[src/verilog/cfid_pkg.sv]
// Shared constants, types and register map of the core feature identification block
package cfid_pkg;

    localparam int unsigned CFID_ADDR_W = 12;
    localparam int unsigned CFID_DATA_W = 32;
    localparam int unsigned CFID_CNT_W = 8;

    // Register byte offsets
    localparam logic [11:0] CFID_OFF_ID3 = 12'h000;
    localparam logic [11:0] CFID_OFF_CTRL = 12'h004;
    localparam logic [11:0] CFID_OFF_STAT = 12'h008;

    // Control register fields
    localparam int unsigned CFID_CTRL_ERR_BIT = 0;
    localparam int unsigned CFID_CTRL_WAIT_BIT = 1;
    localparam int unsigned CFID_CTRL_W = 2;
    localparam logic [1:0] CFID_CTRL_RST = 2'h0;

    // Status register fields
    localparam int unsigned CFID_STAT_STICKY_BIT = 0;
    localparam int unsigned CFID_STAT_CNT_LSB = 8;
    localparam logic CFID_STICKY_RST = 1'b0;
    localparam logic [7:0] CFID_CNT_RST = 8'h00;
    localparam logic [7:0] CFID_CNT_MAX = 8'hff;

    // Field values of the identification word
    localparam logic CFID_VAL_RESV31 = 1'b0;
    localparam logic [7:0] CFID_VAL_UNIMP_30_23 = 8'h00;
    localparam logic [1:0] CFID_VAL_PRIO_W = 2'h1;
    localparam logic [2:0] CFID_VAL_CISA_REV = 3'h0;
    localparam logic CFID_VAL_MCU_ASE = 1'b1;
    localparam logic CFID_VAL_EXC_ISA = 1'b1;
    localparam logic [1:0] CFID_VAL_ISA_AVAIL = 2'h1;
    localparam logic CFID_VAL_USER_LOCAL = 1'b1;
    localparam logic CFID_VAL_RX_INHIBIT = 1'b1;
    localparam logic [2:0] CFID_VAL_UNIMP_11_9 = 3'h0;
    localparam logic CFID_VAL_FLOW_TRACE = 1'b0;
    localparam logic CFID_VAL_UNIMP_7 = 1'b0;
    localparam logic CFID_VAL_EXT_INT = 1'b1;
    localparam logic CFID_VAL_VEC_INT = 1'b1;
    localparam logic CFID_VAL_SMALL_PAGE = 1'b0;
    localparam logic CFID_VAL_DEV_MAP = 1'b1;
    localparam logic [1:0] CFID_VAL_UNIMP_2_1 = 2'h0;
    localparam logic CFID_VAL_TRACE_LOGIC = 1'b0;

    // Bit layout, msb first: 31, 30:23, 22:21, 20:18, 17, 16, 15:14, 13, 12, 11:9, 8, 7, 6, 5, 4, 3, 2:1, 0
    typedef struct packed {
        logic resv31;
        logic [7:0] unimp_30_23;
        logic [1:0] priority_field_width;
        logic [2:0] compressed_isa_revision;
        logic mcu_ase_present;
        logic exception_entry_isa;
        logic [1:0] instruction_set_availability;
        logic user_local_reg_present;
        logic read_exec_inhibit_present;
        logic [2:0] unimp_11_9;
        logic flow_trace_present;
        logic unimp_7;
        logic external_int_ctrl_support;
        logic vectored_int_support;
        logic small_page_option;
        logic device_memory_map_present;
        logic [1:0] unimp_2_1;
        logic trace_logic_present;
    } cfid_feat_s;

    localparam cfid_feat_s CFID_FEAT_RST = '{
        resv31: CFID_VAL_RESV31,
        unimp_30_23: CFID_VAL_UNIMP_30_23,
        priority_field_width: CFID_VAL_PRIO_W,
        compressed_isa_revision: CFID_VAL_CISA_REV,
        mcu_ase_present: CFID_VAL_MCU_ASE,
        exception_entry_isa: CFID_VAL_EXC_ISA,
        instruction_set_availability: CFID_VAL_ISA_AVAIL,
        user_local_reg_present: CFID_VAL_USER_LOCAL,
        read_exec_inhibit_present: CFID_VAL_RX_INHIBIT,
        unimp_11_9: CFID_VAL_UNIMP_11_9,
        flow_trace_present: CFID_VAL_FLOW_TRACE,
        unimp_7: CFID_VAL_UNIMP_7,
        external_int_ctrl_support: CFID_VAL_EXT_INT,
        vectored_int_support: CFID_VAL_VEC_INT,
        small_page_option: CFID_VAL_SMALL_PAGE,
        device_memory_map_present: CFID_VAL_DEV_MAP,
        unimp_2_1: CFID_VAL_UNIMP_2_1,
        trace_logic_present: CFID_VAL_TRACE_LOGIC
    };

    typedef enum logic [1:0] {
        CFID_IDLE,
        CFID_WAIT,
        CFID_RESP
    } cfid_apb_e;

endpackage

[src/verilog/cfid_feat_reg.sv]
// Holding register for the identification word, reloaded every clock
`timescale 1ns/1ps
module cfid_feat_reg
    import cfid_pkg::*;
(
    input wire logic pclk,
    input wire logic presetn,
    input wire cfid_feat_s feat_in,
    output cfid_feat_s feat_ff
);

    // Reloading each cycle means a disturbed flop heals on the next edge
    always_ff @(posedge pclk or negedge presetn)
    begin
        if (!presetn)
        begin
            feat_ff <= CFID_FEAT_RST;
        end
        else
        begin
            feat_ff <= feat_in;
        end
    end

endmodule

[src/verilog/cfid_sat_cnt.sv]
// Saturating event counter with synchronous clear
`timescale 1ns/1ps
module cfid_sat_cnt
    import cfid_pkg::*;
(
    input wire logic pclk,
    input wire logic presetn,
    input wire logic inc,
    input wire logic clr,
    output logic [CFID_CNT_W-1:0] cnt_ff
);

    logic [CFID_CNT_W-1:0] nxt_cnt;

    // An increment in the clearing cycle survives as a count of one
    always_comb
    begin
        nxt_cnt = cnt_ff;
        if (clr)
        begin
            nxt_cnt = inc ? CFID_CNT_RST + 8'h01 : CFID_CNT_RST;
        end
        else if (inc && cnt_ff != CFID_CNT_MAX)
        begin
            nxt_cnt = cnt_ff + 8'h01;
        end
    end

    always_ff @(posedge pclk or negedge presetn)
    begin
        if (!presetn)
        begin
            cnt_ff <= CFID_CNT_RST;
        end
        else
        begin
            cnt_ff <= nxt_cnt;
        end
    end

endmodule

[src/verilog/cfid_top.sv]
// Core feature identification register 3 with APB and coprocessor read ports
`timescale 1ns/1ps
module cfid_top
    import cfid_pkg::*;
(
    input wire logic pclk,
    input wire logic presetn,
    input wire logic psel,
    input wire logic penable,
    input wire logic pwrite,
    input wire logic [CFID_ADDR_W-1:0] paddr,
    input wire logic [CFID_DATA_W-1:0] pwdata,
    output logic [CFID_DATA_W-1:0] prdata,
    output logic pready,
    output logic pslverr,
    input wire logic cop_rd_req,
    input wire logic cop_wr_req,
    output logic [CFID_DATA_W-1:0] cop_rd_data,
    output logic cop_rd_valid,
    output cfid_feat_s core_feature_id3
);

    cfid_apb_e state_ff;
    cfid_apb_e nxt_state;
    cfid_feat_s feat_hw;
    cfid_feat_s feat_q;
    logic [CFID_CTRL_W-1:0] ctrl_ff;
    logic sticky_ff;
    logic nxt_sticky;
    logic [CFID_CNT_W-1:0] wr_cnt;
    logic [CFID_DATA_W-1:0] prdata_ff;
    logic pready_ff;
    logic pslverr_ff;
    logic [CFID_DATA_W-1:0] cop_rd_data_ff;
    logic cop_rd_valid_ff;
    logic [CFID_DATA_W-1:0] rd_mux;
    logic rd_err;
    logic hit_id3;
    logic hit_ctrl;
    logic hit_stat;
    logic commit;
    logic ro_wr_apb;
    logic ro_wr_any;
    logic stat_clr;

    // Fixed capability fields
    always_comb
    begin
        feat_hw = CFID_FEAT_RST;
        feat_hw.resv31 = CFID_VAL_RESV31;
        feat_hw.unimp_30_23 = CFID_VAL_UNIMP_30_23;
        feat_hw.unimp_11_9 = CFID_VAL_UNIMP_11_9;
        feat_hw.unimp_7 = CFID_VAL_UNIMP_7;
        feat_hw.unimp_2_1 = CFID_VAL_UNIMP_2_1;
        feat_hw.priority_field_width = CFID_VAL_PRIO_W;
        feat_hw.compressed_isa_revision = CFID_VAL_CISA_REV;
        feat_hw.mcu_ase_present = CFID_VAL_MCU_ASE;
        feat_hw.exception_entry_isa = CFID_VAL_EXC_ISA;
        feat_hw.instruction_set_availability = CFID_VAL_ISA_AVAIL;
        feat_hw.user_local_reg_present = CFID_VAL_USER_LOCAL;
        feat_hw.read_exec_inhibit_present = CFID_VAL_RX_INHIBIT;
        feat_hw.flow_trace_present = CFID_VAL_FLOW_TRACE;
        feat_hw.external_int_ctrl_support = CFID_VAL_EXT_INT;
        feat_hw.vectored_int_support = CFID_VAL_VEC_INT;
        feat_hw.small_page_option = CFID_VAL_SMALL_PAGE;
        feat_hw.device_memory_map_present = CFID_VAL_DEV_MAP;
        feat_hw.trace_logic_present = CFID_VAL_TRACE_LOGIC;
    end

    // No write path reaches this register at all
    cfid_feat_reg i_cfid_feat_reg (
        .pclk(pclk),
        .presetn(presetn),
        .feat_in(feat_hw),
        .feat_ff(feat_q)
    );

    // Address decode; only full word offsets match
    assign hit_id3 = (paddr == CFID_OFF_ID3);
    assign hit_ctrl = (paddr == CFID_OFF_CTRL);
    assign hit_stat = (paddr == CFID_OFF_STAT);

    // Write takes effect at the edge that samples pready high
    assign commit = psel && penable && pready_ff;
    assign ro_wr_apb = commit && pwrite && hit_id3;
    assign ro_wr_any = ro_wr_apb || cop_wr_req;
    assign stat_clr = commit && pwrite && hit_stat && pwdata[CFID_STAT_STICKY_BIT];

    // Read data and error answer
    always_comb
    begin
        rd_mux = '0;
        rd_err = 1'b0;
        if (hit_id3)
        begin
            rd_mux = feat_q;
            rd_err = pwrite && ctrl_ff[CFID_CTRL_ERR_BIT];
        end
        else if (hit_ctrl)
        begin
            rd_mux[CFID_CTRL_W-1:0] = ctrl_ff;
        end
        else if (hit_stat)
        begin
            rd_mux[CFID_STAT_STICKY_BIT] = sticky_ff;
            rd_mux[CFID_STAT_CNT_LSB +: CFID_CNT_W] = wr_cnt;
        end
        else
        begin
            rd_err = 1'b1;
        end
    end

    // Access sequencing: one wait cycle, two with the wait option
    always_comb
    begin
        nxt_state = state_ff;
        unique case (state_ff)
            CFID_IDLE:
            begin
                if (psel && penable)
                begin
                    nxt_state = ctrl_ff[CFID_CTRL_WAIT_BIT] ? CFID_WAIT : CFID_RESP;
                end
            end
            CFID_WAIT:
            begin
                nxt_state = CFID_RESP;
            end
            CFID_RESP:
            begin
                nxt_state = CFID_IDLE;
            end
            default:
            begin
                nxt_state = CFID_IDLE;
            end
        endcase
    end

    always_ff @(posedge pclk or negedge presetn)
    begin
        if (!presetn)
        begin
            state_ff <= CFID_IDLE;
        end
        else
        begin
            state_ff <= nxt_state;
        end
    end

    // Ready pulse; rises in the cycle after the access phase is seen, or one cycle later with the wait option
    always_ff @(posedge pclk or negedge presetn)
    begin
        if (!presetn)
        begin
            pready_ff <= 1'b0;
        end
        else
        begin
            pready_ff <= (nxt_state == CFID_RESP);
        end
    end

    // Error answer only stands together with pready
    always_ff @(posedge pclk or negedge presetn)
    begin
        if (!presetn)
        begin
            pslverr_ff <= 1'b0;
        end
        else if (nxt_state == CFID_RESP)
        begin
            pslverr_ff <= rd_err;
        end
        else
        begin
            pslverr_ff <= 1'b0;
        end
    end

    // Read data captured in the cycle before pready rises; zero otherwise
    always_ff @(posedge pclk or negedge presetn)
    begin
        if (!presetn)
        begin
            prdata_ff <= '0;
        end
        else if (nxt_state == CFID_RESP && !pwrite)
        begin
            prdata_ff <= rd_mux;
        end
        else
        begin
            prdata_ff <= '0;
        end
    end

    // Control register
    always_ff @(posedge pclk or negedge presetn)
    begin
        if (!presetn)
        begin
            ctrl_ff <= CFID_CTRL_RST;
        end
        else if (commit && pwrite && hit_ctrl)
        begin
            ctrl_ff <= pwdata[CFID_CTRL_W-1:0];
        end
    end

    // Sticky flag for ignored writes; a new attempt beats the clear
    always_comb
    begin
        nxt_sticky = sticky_ff;
        if (stat_clr)
        begin
            nxt_sticky = 1'b0;
        end
        if (ro_wr_any)
        begin
            nxt_sticky = 1'b1;
        end
    end

    always_ff @(posedge pclk or negedge presetn)
    begin
        if (!presetn)
        begin
            sticky_ff <= CFID_STICKY_RST;
        end
        else
        begin
            sticky_ff <= nxt_sticky;
        end
    end

    // Counts ignored writes from either port, saturating
    cfid_sat_cnt i_cfid_sat_cnt (
        .pclk(pclk),
        .presetn(presetn),
        .inc(ro_wr_any),
        .clr(stat_clr),
        .cnt_ff(wr_cnt)
    );

    // Coprocessor read path answers one cycle after the request
    always_ff @(posedge pclk or negedge presetn)
    begin
        if (!presetn)
        begin
            cop_rd_valid_ff <= 1'b0;
        end
        else
        begin
            cop_rd_valid_ff <= cop_rd_req;
        end
    end

    // Data idles at zero so the core may merge several sources by OR
    always_ff @(posedge pclk or negedge presetn)
    begin
        if (!presetn)
        begin
            cop_rd_data_ff <= '0;
        end
        else if (cop_rd_req)
        begin
            cop_rd_data_ff <= feat_q;
        end
        else
        begin
            cop_rd_data_ff <= '0;
        end
    end

    assign prdata = prdata_ff;
    assign pready = pready_ff;
    assign pslverr = pslverr_ff;
    assign cop_rd_data = cop_rd_data_ff;
    assign cop_rd_valid = cop_rd_valid_ff;
    assign core_feature_id3 = feat_q;

endmodule

[config.mk]
export PLATFORM = sky130hd
export DESIGN_NAME = cfid_top
export DESIGN_NICKNAME = d
export VERILOG_FILES = /design/src/verilog/cfid_pkg.sv /design/src/verilog/cfid_feat_reg.sv /design/src/verilog/cfid_sat_cnt.sv /design/src/verilog/cfid_top.sv
export SDC_FILE = /design/constraint.sdc
export NUM_CORES = 1
export LEC_CHECK = 0
export BUFFER_PORTS_ARGS = -buffer_cell sky130_fd_sc_hd__buf_4
export CAP_MARGIN = 5
export CORE_AREA = 2 2 101 103
export CTS_BUF_LIST = sky130_fd_sc_hd__clkbuf_8
export CTS_CLUSTER_SIZE = 12
export DETAILED_ROUTE_END_ITERATION = 10
export DIE_AREA = 0 0 103 105
export GPL_TIMING_DRIVEN = 0
export PLACE_DENSITY_LB_ADDON = 0.05
export SETUP_SLACK_MARGIN = 0.1
export SYNTH_ARGS = -nofsm -noshare
export SYNTH_HDL_FRONTEND = slang
export SYNTH_HIERARCHICAL = 1
export SYNTH_SLANG_ARGS = --single-unit
[constraint.sdc]
create_clock -name pclk -period 1.5 [get_ports pclk]
set_clock_uncertainty 0.2 [all_clocks]
set_input_delay 0.15 -clock pclk [delete_from_list [all_inputs] [get_ports pclk]]
set_output_delay 0.15 -clock pclk [all_outputs]
set_load 0.005 [all_outputs]
After elaboration in Yosys (flattened, before gate mapping):

Index checks and enable logic that the tools add are counted.
Widths: inputs -> output; s select.

* output and inout port bits: 99
* register bits after elaboration: 80
* word-level logic and storage cells: 54
* input port bits: 51

* mux-type cells: 23
* $add $sub $neg: 1
* eq/ne operators: 5
* reduce and logical (&&, ||, !) cells: 16

Operators by type and width (count)
* $mux 22: 2
* $mux 8: 5
* $eq 12x3->1 const B: 1
* $eq 12x4->1 const B: 1
* $logic_not 12->1: 1
* $logic_and 1x1->1: 10
* $mux 1: 10
* $add 8x1->8 const B: 1
* $ne 8x8->1 const B: 1
* $mux 2: 3
* $mux 6: 1
* $mux 5: 1
* $pmux 2 s2: 1
* $reduce_bool 2->1: 2
* $eq 2x1->1 const B: 1
* $eq 2x2->1 const B: 1
* $logic_not 2->1: 1
* $logic_not 1->1: 1
* $logic_or 1x1->1: 1

Depth between registers and ports, before layout:

Gate-level depths: netlist of the first run.

* depth in word-level cells: 8
* gate-level depth with buffers: 7
* gate-level depth less buffers: 6

Hierarchy:

The synthesis of the first run kept the hierarchy.

Modules (own cells, without submodules)
* cfid_top: area each 2549.9 sq um, instances 1, cells an instance 190
* cfid_feat_reg: area each 812.0 sq um, instances 1, cells an instance 32
* cfid_sat_cnt: area each 473.0 sq um, instances 1, cells an instance 47

Worst setup path before layout of the first run:

No wires, ideal clock.

* kind: input-to-reg
* start point: input port paddr[5]
* end point: register i_cfid_sat_cnt.cnt_ff[5]
* library setup time: 0.132 ns
* path buffers: 1
* stages: 7
* arrival time: 1.939 ns
* setup slack: -0.771 ns
* required time: 1.168 ns
* path through: or4_1 -> clkbuf_1 -> nor3_4 -> a21o_1 -> nand4_2 -> a2111oi_2 -> nor3b_1

* longest elaborated chain between the ends: 5

RTL lines
* start: declaration: RTL line cfid_top.sv:11 `input wire logic [CFID_ADDR_W-1:0] paddr,`
* $logic_not 12->1: RTL line cfid_top.sv:79 `assign hit_id3 = (paddr == CFID_OFF_ID3);`
* $logic_and 1x1->1: RTL line cfid_top.sv:85 `assign ro_wr_apb = commit && pwrite && hit_id3;`
* $logic_or 1x1->1: RTL line cfid_top.sv:86 `assign ro_wr_any = ro_wr_apb || cop_wr_req;`
* $logic_and 1x1->1: RTL line cfid_sat_cnt.sv:23 `else if (inc && cnt_ff != CFID_CNT_MAX)`
* $reduce_bool 2->1 (no line)
* end signal: assignment: RTL line cfid_sat_cnt.sv:37 `cnt_ff <= nxt_cnt;`
* end: declaration: RTL line cfid_sat_cnt.sv:10 `output logic [CFID_CNT_W-1:0] cnt_ff`

Parallel ways exist; a longest one is shown, timed or not.
A chain may end at the register's enable or synchronous reset.

Worst setup path in the final report of the first run:

* start point: input port paddr[10]
* end point: register i_cfid_sat_cnt.cnt_ff[0]

RTL lines
* $eq 12x4->1 *: RTL line cfid_top.sv:81 `assign hit_stat = (paddr == CFID_OFF_STAT);`
* $logic_and 1x1->1 * (2 in series): RTL line cfid_top.sv:87 `assign stat_clr = commit && pwrite && hit_stat && pwdata[CFID_STAT_STICKY_BIT];`
* named net stat_clr: RTL line cfid_top.sv:44 `logic stat_clr;`
* $mux 8 / $reduce_bool 2->1 (equally long branches)

The timed path passes the listed nets; every way through them passes the cells marked *.

==> results of run 1 <==
cell families after synthesis:
| group | Yosys count | share of synthesized area [%] |
|---|---|---|
| AO/OA/AOI/OAI | 29 | 5.51 |
| flip-flops | 112 | 73.4 |
| buffers and inverters | 18 | 2.28 |
| AND/OR/NAND/NOR | 103 | 17.2 |
| multiplexers | 4 | 1.11 |
| other | 2 | 0.196 |
| adder cells (fa/ha/maj) | 1 | 0.326 |
layer usage:
layer  part of all wire, %  wire, um
met5                     0         0
met3                   4.6       369
met2                    50      4040
met4                   2.0       163
met1                    43      3440
power groups by stage:
stage,Sequential [mW],Clock [mW],Combinational [mW]
final,3.44,1.70,0.807
after CTS,3.41,1.75,0.727
after global routing,3.47,1.87,0.897
after detailed placement,3.45,0,0.630
after global placement,3.44,0,0.607
after floorplan,3.42,0,0.303
Yosys cell counts, drive strengths merged (3+ instances only):
library cell	count	area (um2)
or4	4	30.0
nand2b	4	25.0
nand2	6	22.5
clkbuf	8	31.3
inv	7	26.3
dfrtp	103	2580
a21oi	7	35.0
nor4b	3	26.3
a22oi	8	60.1
nor3	3	31.3
and3	3	18.8
nor2	12	45.0
buf	3	30.0
dfstp	9	236
and2	54	338
area by class of cell:
class                   instances  area (um2)  area share [%]
plain buffers                  11         104            1.80
clock buffers                   9         124            2.15
clock inverters                 7        65.1            1.13
inverters                       7        26.3           0.455
multi-input cells             169        1240            21.5
flip-flops and latches        112        2820            48.8
well taps                     133         166            2.88
repair buffers                146        1230            21.3
per-stage QoR:
stage / instances / hold WS [ns] / util [%]
global route: 594 / -0.0729 / 59.9
global placement: 550 / 0.109 / 52.3
finish: 594 / -0.0857 / 59.9
floorplan: 299 / -0.346 / -
detailed placement: 551 / 0.0151 / 52.6
CTS: 591 / -0.0460 / 58.4
flip-flops by register name, indices dropped and copies added, names as in the netlist:
name,flops
i_cfid_sat_cnt/cnt_ff,8
ctrl_ff,2
state_ff,2
pslverr,1
cop_rd_valid,1
cop_rd_data,32
i_cfid_feat_reg/feat_ff,32
sticky_ff,1
pready,1
prdata,32
final timing paths:
path / slack [ns] / to / depth (start not counted)
min in group asynchronous: 0.07 / prdata[29]$_DFF_PN0_ / 2
setup reg to reg: -0.26 / i_cfid_sat_cnt/cnt_ff[5]$_DFFE_PN0P_ / 4
setup / recovery: -0.28 / i_cfid_sat_cnt/cnt_ff[0]$_DFFE_PN0P_ / 10
hold / removal: -0.09 / sticky_ff$_DFFE_PN0P_ / 3
hold reg to reg: 0.28 / state_ff[0]$_DFF_PN0_ / 1
max in group asynchronous: 0.31 / i_cfid_feat_reg/feat_ff[12]$_DFF_PN1_ / 3
timing repair:
action / 4_1_cts / 5_1_grt
gates resized for setup: 32 / 28
pin swaps: 11 / 19
setup endpoints to repair: 46 / 89
buffers inserted: 19 / 3
endpoints found under the hold margin: 56 / 2
worst reg2reg max path: cells and delay by family, from the launching register on:
family          cells  cell delay, ns
flops               1            0.47
compound gates      1            0.38
fa+ha+maj           1            0.25
simple gates        2            0.35
==> impl_metrics.tcl, run 1 <==
set metrics [dict create \
    startpoint "paddr[10]" \
    slowest_delay_ns 0.53 \
    min_from "cop_wr_req" \
    vias 2544 \
    numCtsBuffers 9 \
    setup_ws_ns -0.284 \
    antenna_found_initial 0 \
    die_h_um 105 \
    ir_drop_mv 0.761 \
    fp.dieW_um 103 \
    syn_area_um2 3830 \
    final_nets 508 \
    synthArstFlopShare_pct 100 \
    ys_seq_elements 112 \
    postCtsHoldBufs 6 \
    cap_viol_max_count 0 \
    crit_top_cell "buf_6" \
    htree_levels 3 \
    first_iter_violations 43 \
    cts.sinks 112 \
    vias_per_cell 4.28 \
    hold_ws_ns -0.0857 \
    power_frac_seq_pct 57.8 \
    hp-class "in -> reg" \
    clkPwrFrac_pct 28.6 \
    antennaDiodeCount 0 \
    grt_util_met3_pct 2.74 \
    grt_pass1_wl_mm 12.7 \
    p_comb_share_pct 13.6 \
    cts_root_buf "clkbuf_8" \
    power.internal_mw 4.29 \
    top_usage_layer "met2" \
    worst-setup-path-type "in -> reg" \
    status "finished with violations" \
    cts_buffer_depth 2 \
    path_buf_inv 5 \
    mostFrequentLayoutCells "120 x buf_4, 102 x dfrtp_1, 54 x and2_1" \
    ys_seq_area_share_pct 73.4 \
    synth-edff-count 0 \
    ios 150 \
    io_buffer_count 118 \
    sw_frac_of_total_pct 27.9 \
    final.setup.tns_ns -8.25 \
    overflow 0 \
    p_total_mw 5.95 \
    drcViolationCount 0 \
    antenna_left 0 \
    timing.fmax_ghz 0.560 \
    final.period_utilization_pct 119 \
    cp-start-kind "input port" \
    endpoint_kind "register" \
    area_growth_pct 50.4 \
    r2r-start "i_cfid_sat_cnt/cnt_ff[0]$_DFFE_PN0P_" \
    pre_cts_slack_ns -1.14 \
    grtUsageMet1_pct 20.3 \
    syn-mean-instance-area_um2 14.3 \
    clk_pin_slew_ns 0.10 \
    drt_wl_total_mm 8.01 \
    hpwlAfterDp_mm 5.19 \
    tritoncts "done" \
    path_cells "buf_6 > or4_4 > buf_8 > buf_6 > buf_6 > nor3_4 > and3_4 > buf_8 > nand2b_1 > o211ai_1" \
    num_rows 36 \
    worstPathRequired_ns 1.55 \
    grt_usage_pct 15.2 \
    finalMaxSlewViolations 0 \
    final_cell_area_um2 5770 \
    synth_cells 269 \
    globalplace.congestion 0.768 \
    fillers 840 \
    p_per_area_nw_per_um2 1030 \
    ys_warn_count 6 \
    leakagePower_nw 2.87 \
    rsz0062_at_grt "true" \
    violations "negative hold slack, negative setup slack" \
    crit_arrival_ns 1.83 \
    crit_slowest_cell "or4_4" \
    fin_crit_ns 1.78 \
    die_area_um2 10800 \
    dpl_cell_area_um2 5070 \
    net-switching-power_mw 1.66 \
    critPathTopFamily "simple AND/OR/NAND/NOR gates" \
    dr.pass1.iters 4 \
    start_util_pct 39.8 \
    synth_ff_type "dfrtp_1" \
    crit_fanout 7 \
    grtUsageMet2_pct 24.2 \
    avgRoutedWirePerCell_um 13.5 \
    synth_cell_types 48 \
    final-setup-viol-count 43 \
    grt_pass1_vias 2527 \
    hold_violations 2 \
    layout_commonest_cell "buf_4" \
    worstSkewPairLatency_ns 0.36 \
    drive_gt1_share_pct 45.3 \
    core_um2 9640 \
    grt_max_degree 66 \
]
Note: power is estimated with default switching activity, not from simulation.
==> run 2: changes to the inputs <==
==> constraint.sdc (replaced) <==
create_clock -name pclk -period 1.9 [get_ports pclk]
set_clock_uncertainty 0.2 [all_clocks]
set_input_delay 0.19 -clock pclk [delete_from_list [all_inputs] [get_ports pclk]]
set_output_delay 0.19 -clock pclk [all_outputs]
set_load 0.005 [all_outputs]
==> impl_metrics.tcl, run 2 (synthesis results as in run 1) <==
set metrics [dict create \
    ios 150 \
    die_h_um 105 \
    area_growth_pct 43.4 \
    cp-start-kind "input port" \
    final.period_utilization_pct 98.4 \
    path_cells "buf_6 > or4_4 > buf_6 > nor3_4 > a21o_1 > nand4_4 > or3_4 > a21oi_2" \
    avgRoutedWirePerCell_um 13.2 \
    endpoint_kind "register" \
    drcViolationCount 0 \
    drt_wl_total_mm 7.74 \
    grt_usage_pct 14.2 \
    leakagePower_nw 2.77 \
    worst_pin_slew_ns 0.637 \
    num_rows 36 \
    rsz0062_at_grt "true" \
    antenna_left 0 \
    antennaDiodeCount 0 \
    grt_pass1_wl_mm 11.8 \
    setup_ws_ns 0.0295 \
    worstSkewPairLatency_ns 0.36 \
    fillers 881 \
    final-setup-viol-count 0 \
    start_util_pct 39.8 \
    fp.dieW_um 103 \
    pre_cts_slack_ns -0.774 \
    core_um2 9640 \
    finalMaxSlewViolations 0 \
    numCtsBuffers 9 \
    clkPwrFrac_pct 29.2 \
    net-switching-power_mw 1.20 \
    crit_fanout 6 \
    die_area_um2 10800 \
    mostFrequentLayoutCells "125 x buf_4, 103 x dfrtp_1, 54 x and2_1" \
    tritoncts "done" \
    htree_levels 3 \
    clk_pin_slew_ns 0.10 \
    hp-class "in -> reg" \
    status "finished clean" \
    vias_per_cell 4.27 \
    globalplace.congestion 0.737 \
    drive_gt1_share_pct 40.1 \
    final_nets 501 \
    p_total_mw 4.56 \
    io_buffer_count 118 \
    slowest_delay_ns 0.53 \
    timing.fmax_ghz 0.535 \
    layout_commonest_cell "buf_4" \
    power_frac_seq_pct 59.0 \
    crit_top_cell "buf_6" \
    crit_slowest_cell "or4_4" \
    worstPathRequired_ns 2.00 \
    sw_frac_of_total_pct 26.4 \
    crit_arrival_ns 1.97 \
    antenna_found_initial 0 \
    cts_root_buf "clkbuf_8" \
    p_per_area_nw_per_um2 829 \
    final_cells 587 \
    overflow 0 \
    hold_violations 0 \
    grt_max_degree 65 \
    fin_util_pct 57.0 \
    p_comb_share_pct 11.8 \
    power.internal_mw 3.36 \
    cts.sinks 112 \
    fin_crit_ns 1.87 \
    dr.pass1.iters 4 \
    vias 2504 \
    dp_cells 551 \
    worst-setup-path-type "in -> reg" \
    cap_viol_max_count 0 \
    hpwlAfterDp_mm 5.26 \
    ir_drop_mv 0.575 \
    cts_buffer_depth 2 \
    grt_pass1_vias 2299 \
    first_iter_violations 68 \
    max_slew_margin_pct 57.5 \
]
==> run 2: layout make-up <==
class	count	area (um2)	area share [%]
Buffer	11	88.8	1.62
Clock buffer	10	138	2.50
Clock inverter	6	50.0	0.910
Inverter	7	26.3	0.478
Multi-Input combinational cell	169	1110	20.2
Sequential cell	112	2810	51.2
Tap cell	133	166	3.03
Timing Repair Buffer	139	1100	20.1
==> run 2: repair_timing <==
action / 4_1_cts / 5_1_grt
gates cloned: 0 / 2
hold endpoints to repair: 55 / 0
endpoints found under the setup margin: 30 / 31
resized for setup: 7 / 16
buffers inserted: 4 / 5
hold buffers: 9 / 0
pin swaps: 5 / 6
==> run 2: layer usage <==
metal / up-vias / wire length [um] / GRT usage [%]
met1: 1193 / 3380 / 19.2
met2: 71 / 3840 / 22.6
met5: - / 0 / 0
li1: 1228 / - / -
met3: 12 / 386 / 2.68
met4: 0 / 131 / 5.36
==> run 2: per-stage QoR <==
step                TNS (ns)  hold slack [ns]  area [um2]
floorplan              -2.14           -0.306        3990
global route          -0.126           0.0487        5500
detailed placement    -14.89           0.0645        5070
CTS                        0          0.00602        5400
global placement      -13.95            0.149        5040
finish                     0           0.0252        5500
==> run 2: power groups by stage <==
| stage | sequential [mW] | combinational, mW | clock, mW |
|---|---|---|---|
| detailed placement | 2.72 | 0.494 | 0 |
| global route | 2.72 | 0.605 | 1.46 |
| floorplan | 2.70 | 0.239 | 0 |
| CTS | 2.68 | 0.523 | 1.40 |
| global placement | 2.72 | 0.479 | 0 |
| finish | 2.69 | 0.538 | 1.33 |
==> run 2: final timing paths <==
kind | start | to | slack [ns] | depth (start not counted)
min | paddr[2] | pslverr$_DFF_PN0_ | 0.03 | 3
min in group asynchronous | presetn | cop_rd_data[25]$_DFF_PN0_ | 0.18 | 2
max in group asynchronous | presetn | i_cfid_feat_reg/feat_ff[12]$_DFF_PN1_ | 0.55 | 3
max reg2reg | i_cfid_sat_cnt/cnt_ff[0]$_DFFE_PN0P_ | i_cfid_sat_cnt/cnt_ff[5]$_DFFE_PN0P_ | 0.13 | 4
min reg2reg | state_ff[0]$_DFF_PN0_ | state_ff[0]$_DFF_PN0_ | 0.26 | 1
max | paddr[5] | i_cfid_sat_cnt/cnt_ff[7]$_DFFE_PN0P_ | 0.03 | 8
==> run 2: worst max-delay path: cells and delay by family <==
kind | cells | cell delay (ns)
AND/OR/NAND/NOR | 4 | 1.19
AO/OA/AOI/OAI | 2 | 0.34
buffers and inverters | 2 | 0.24
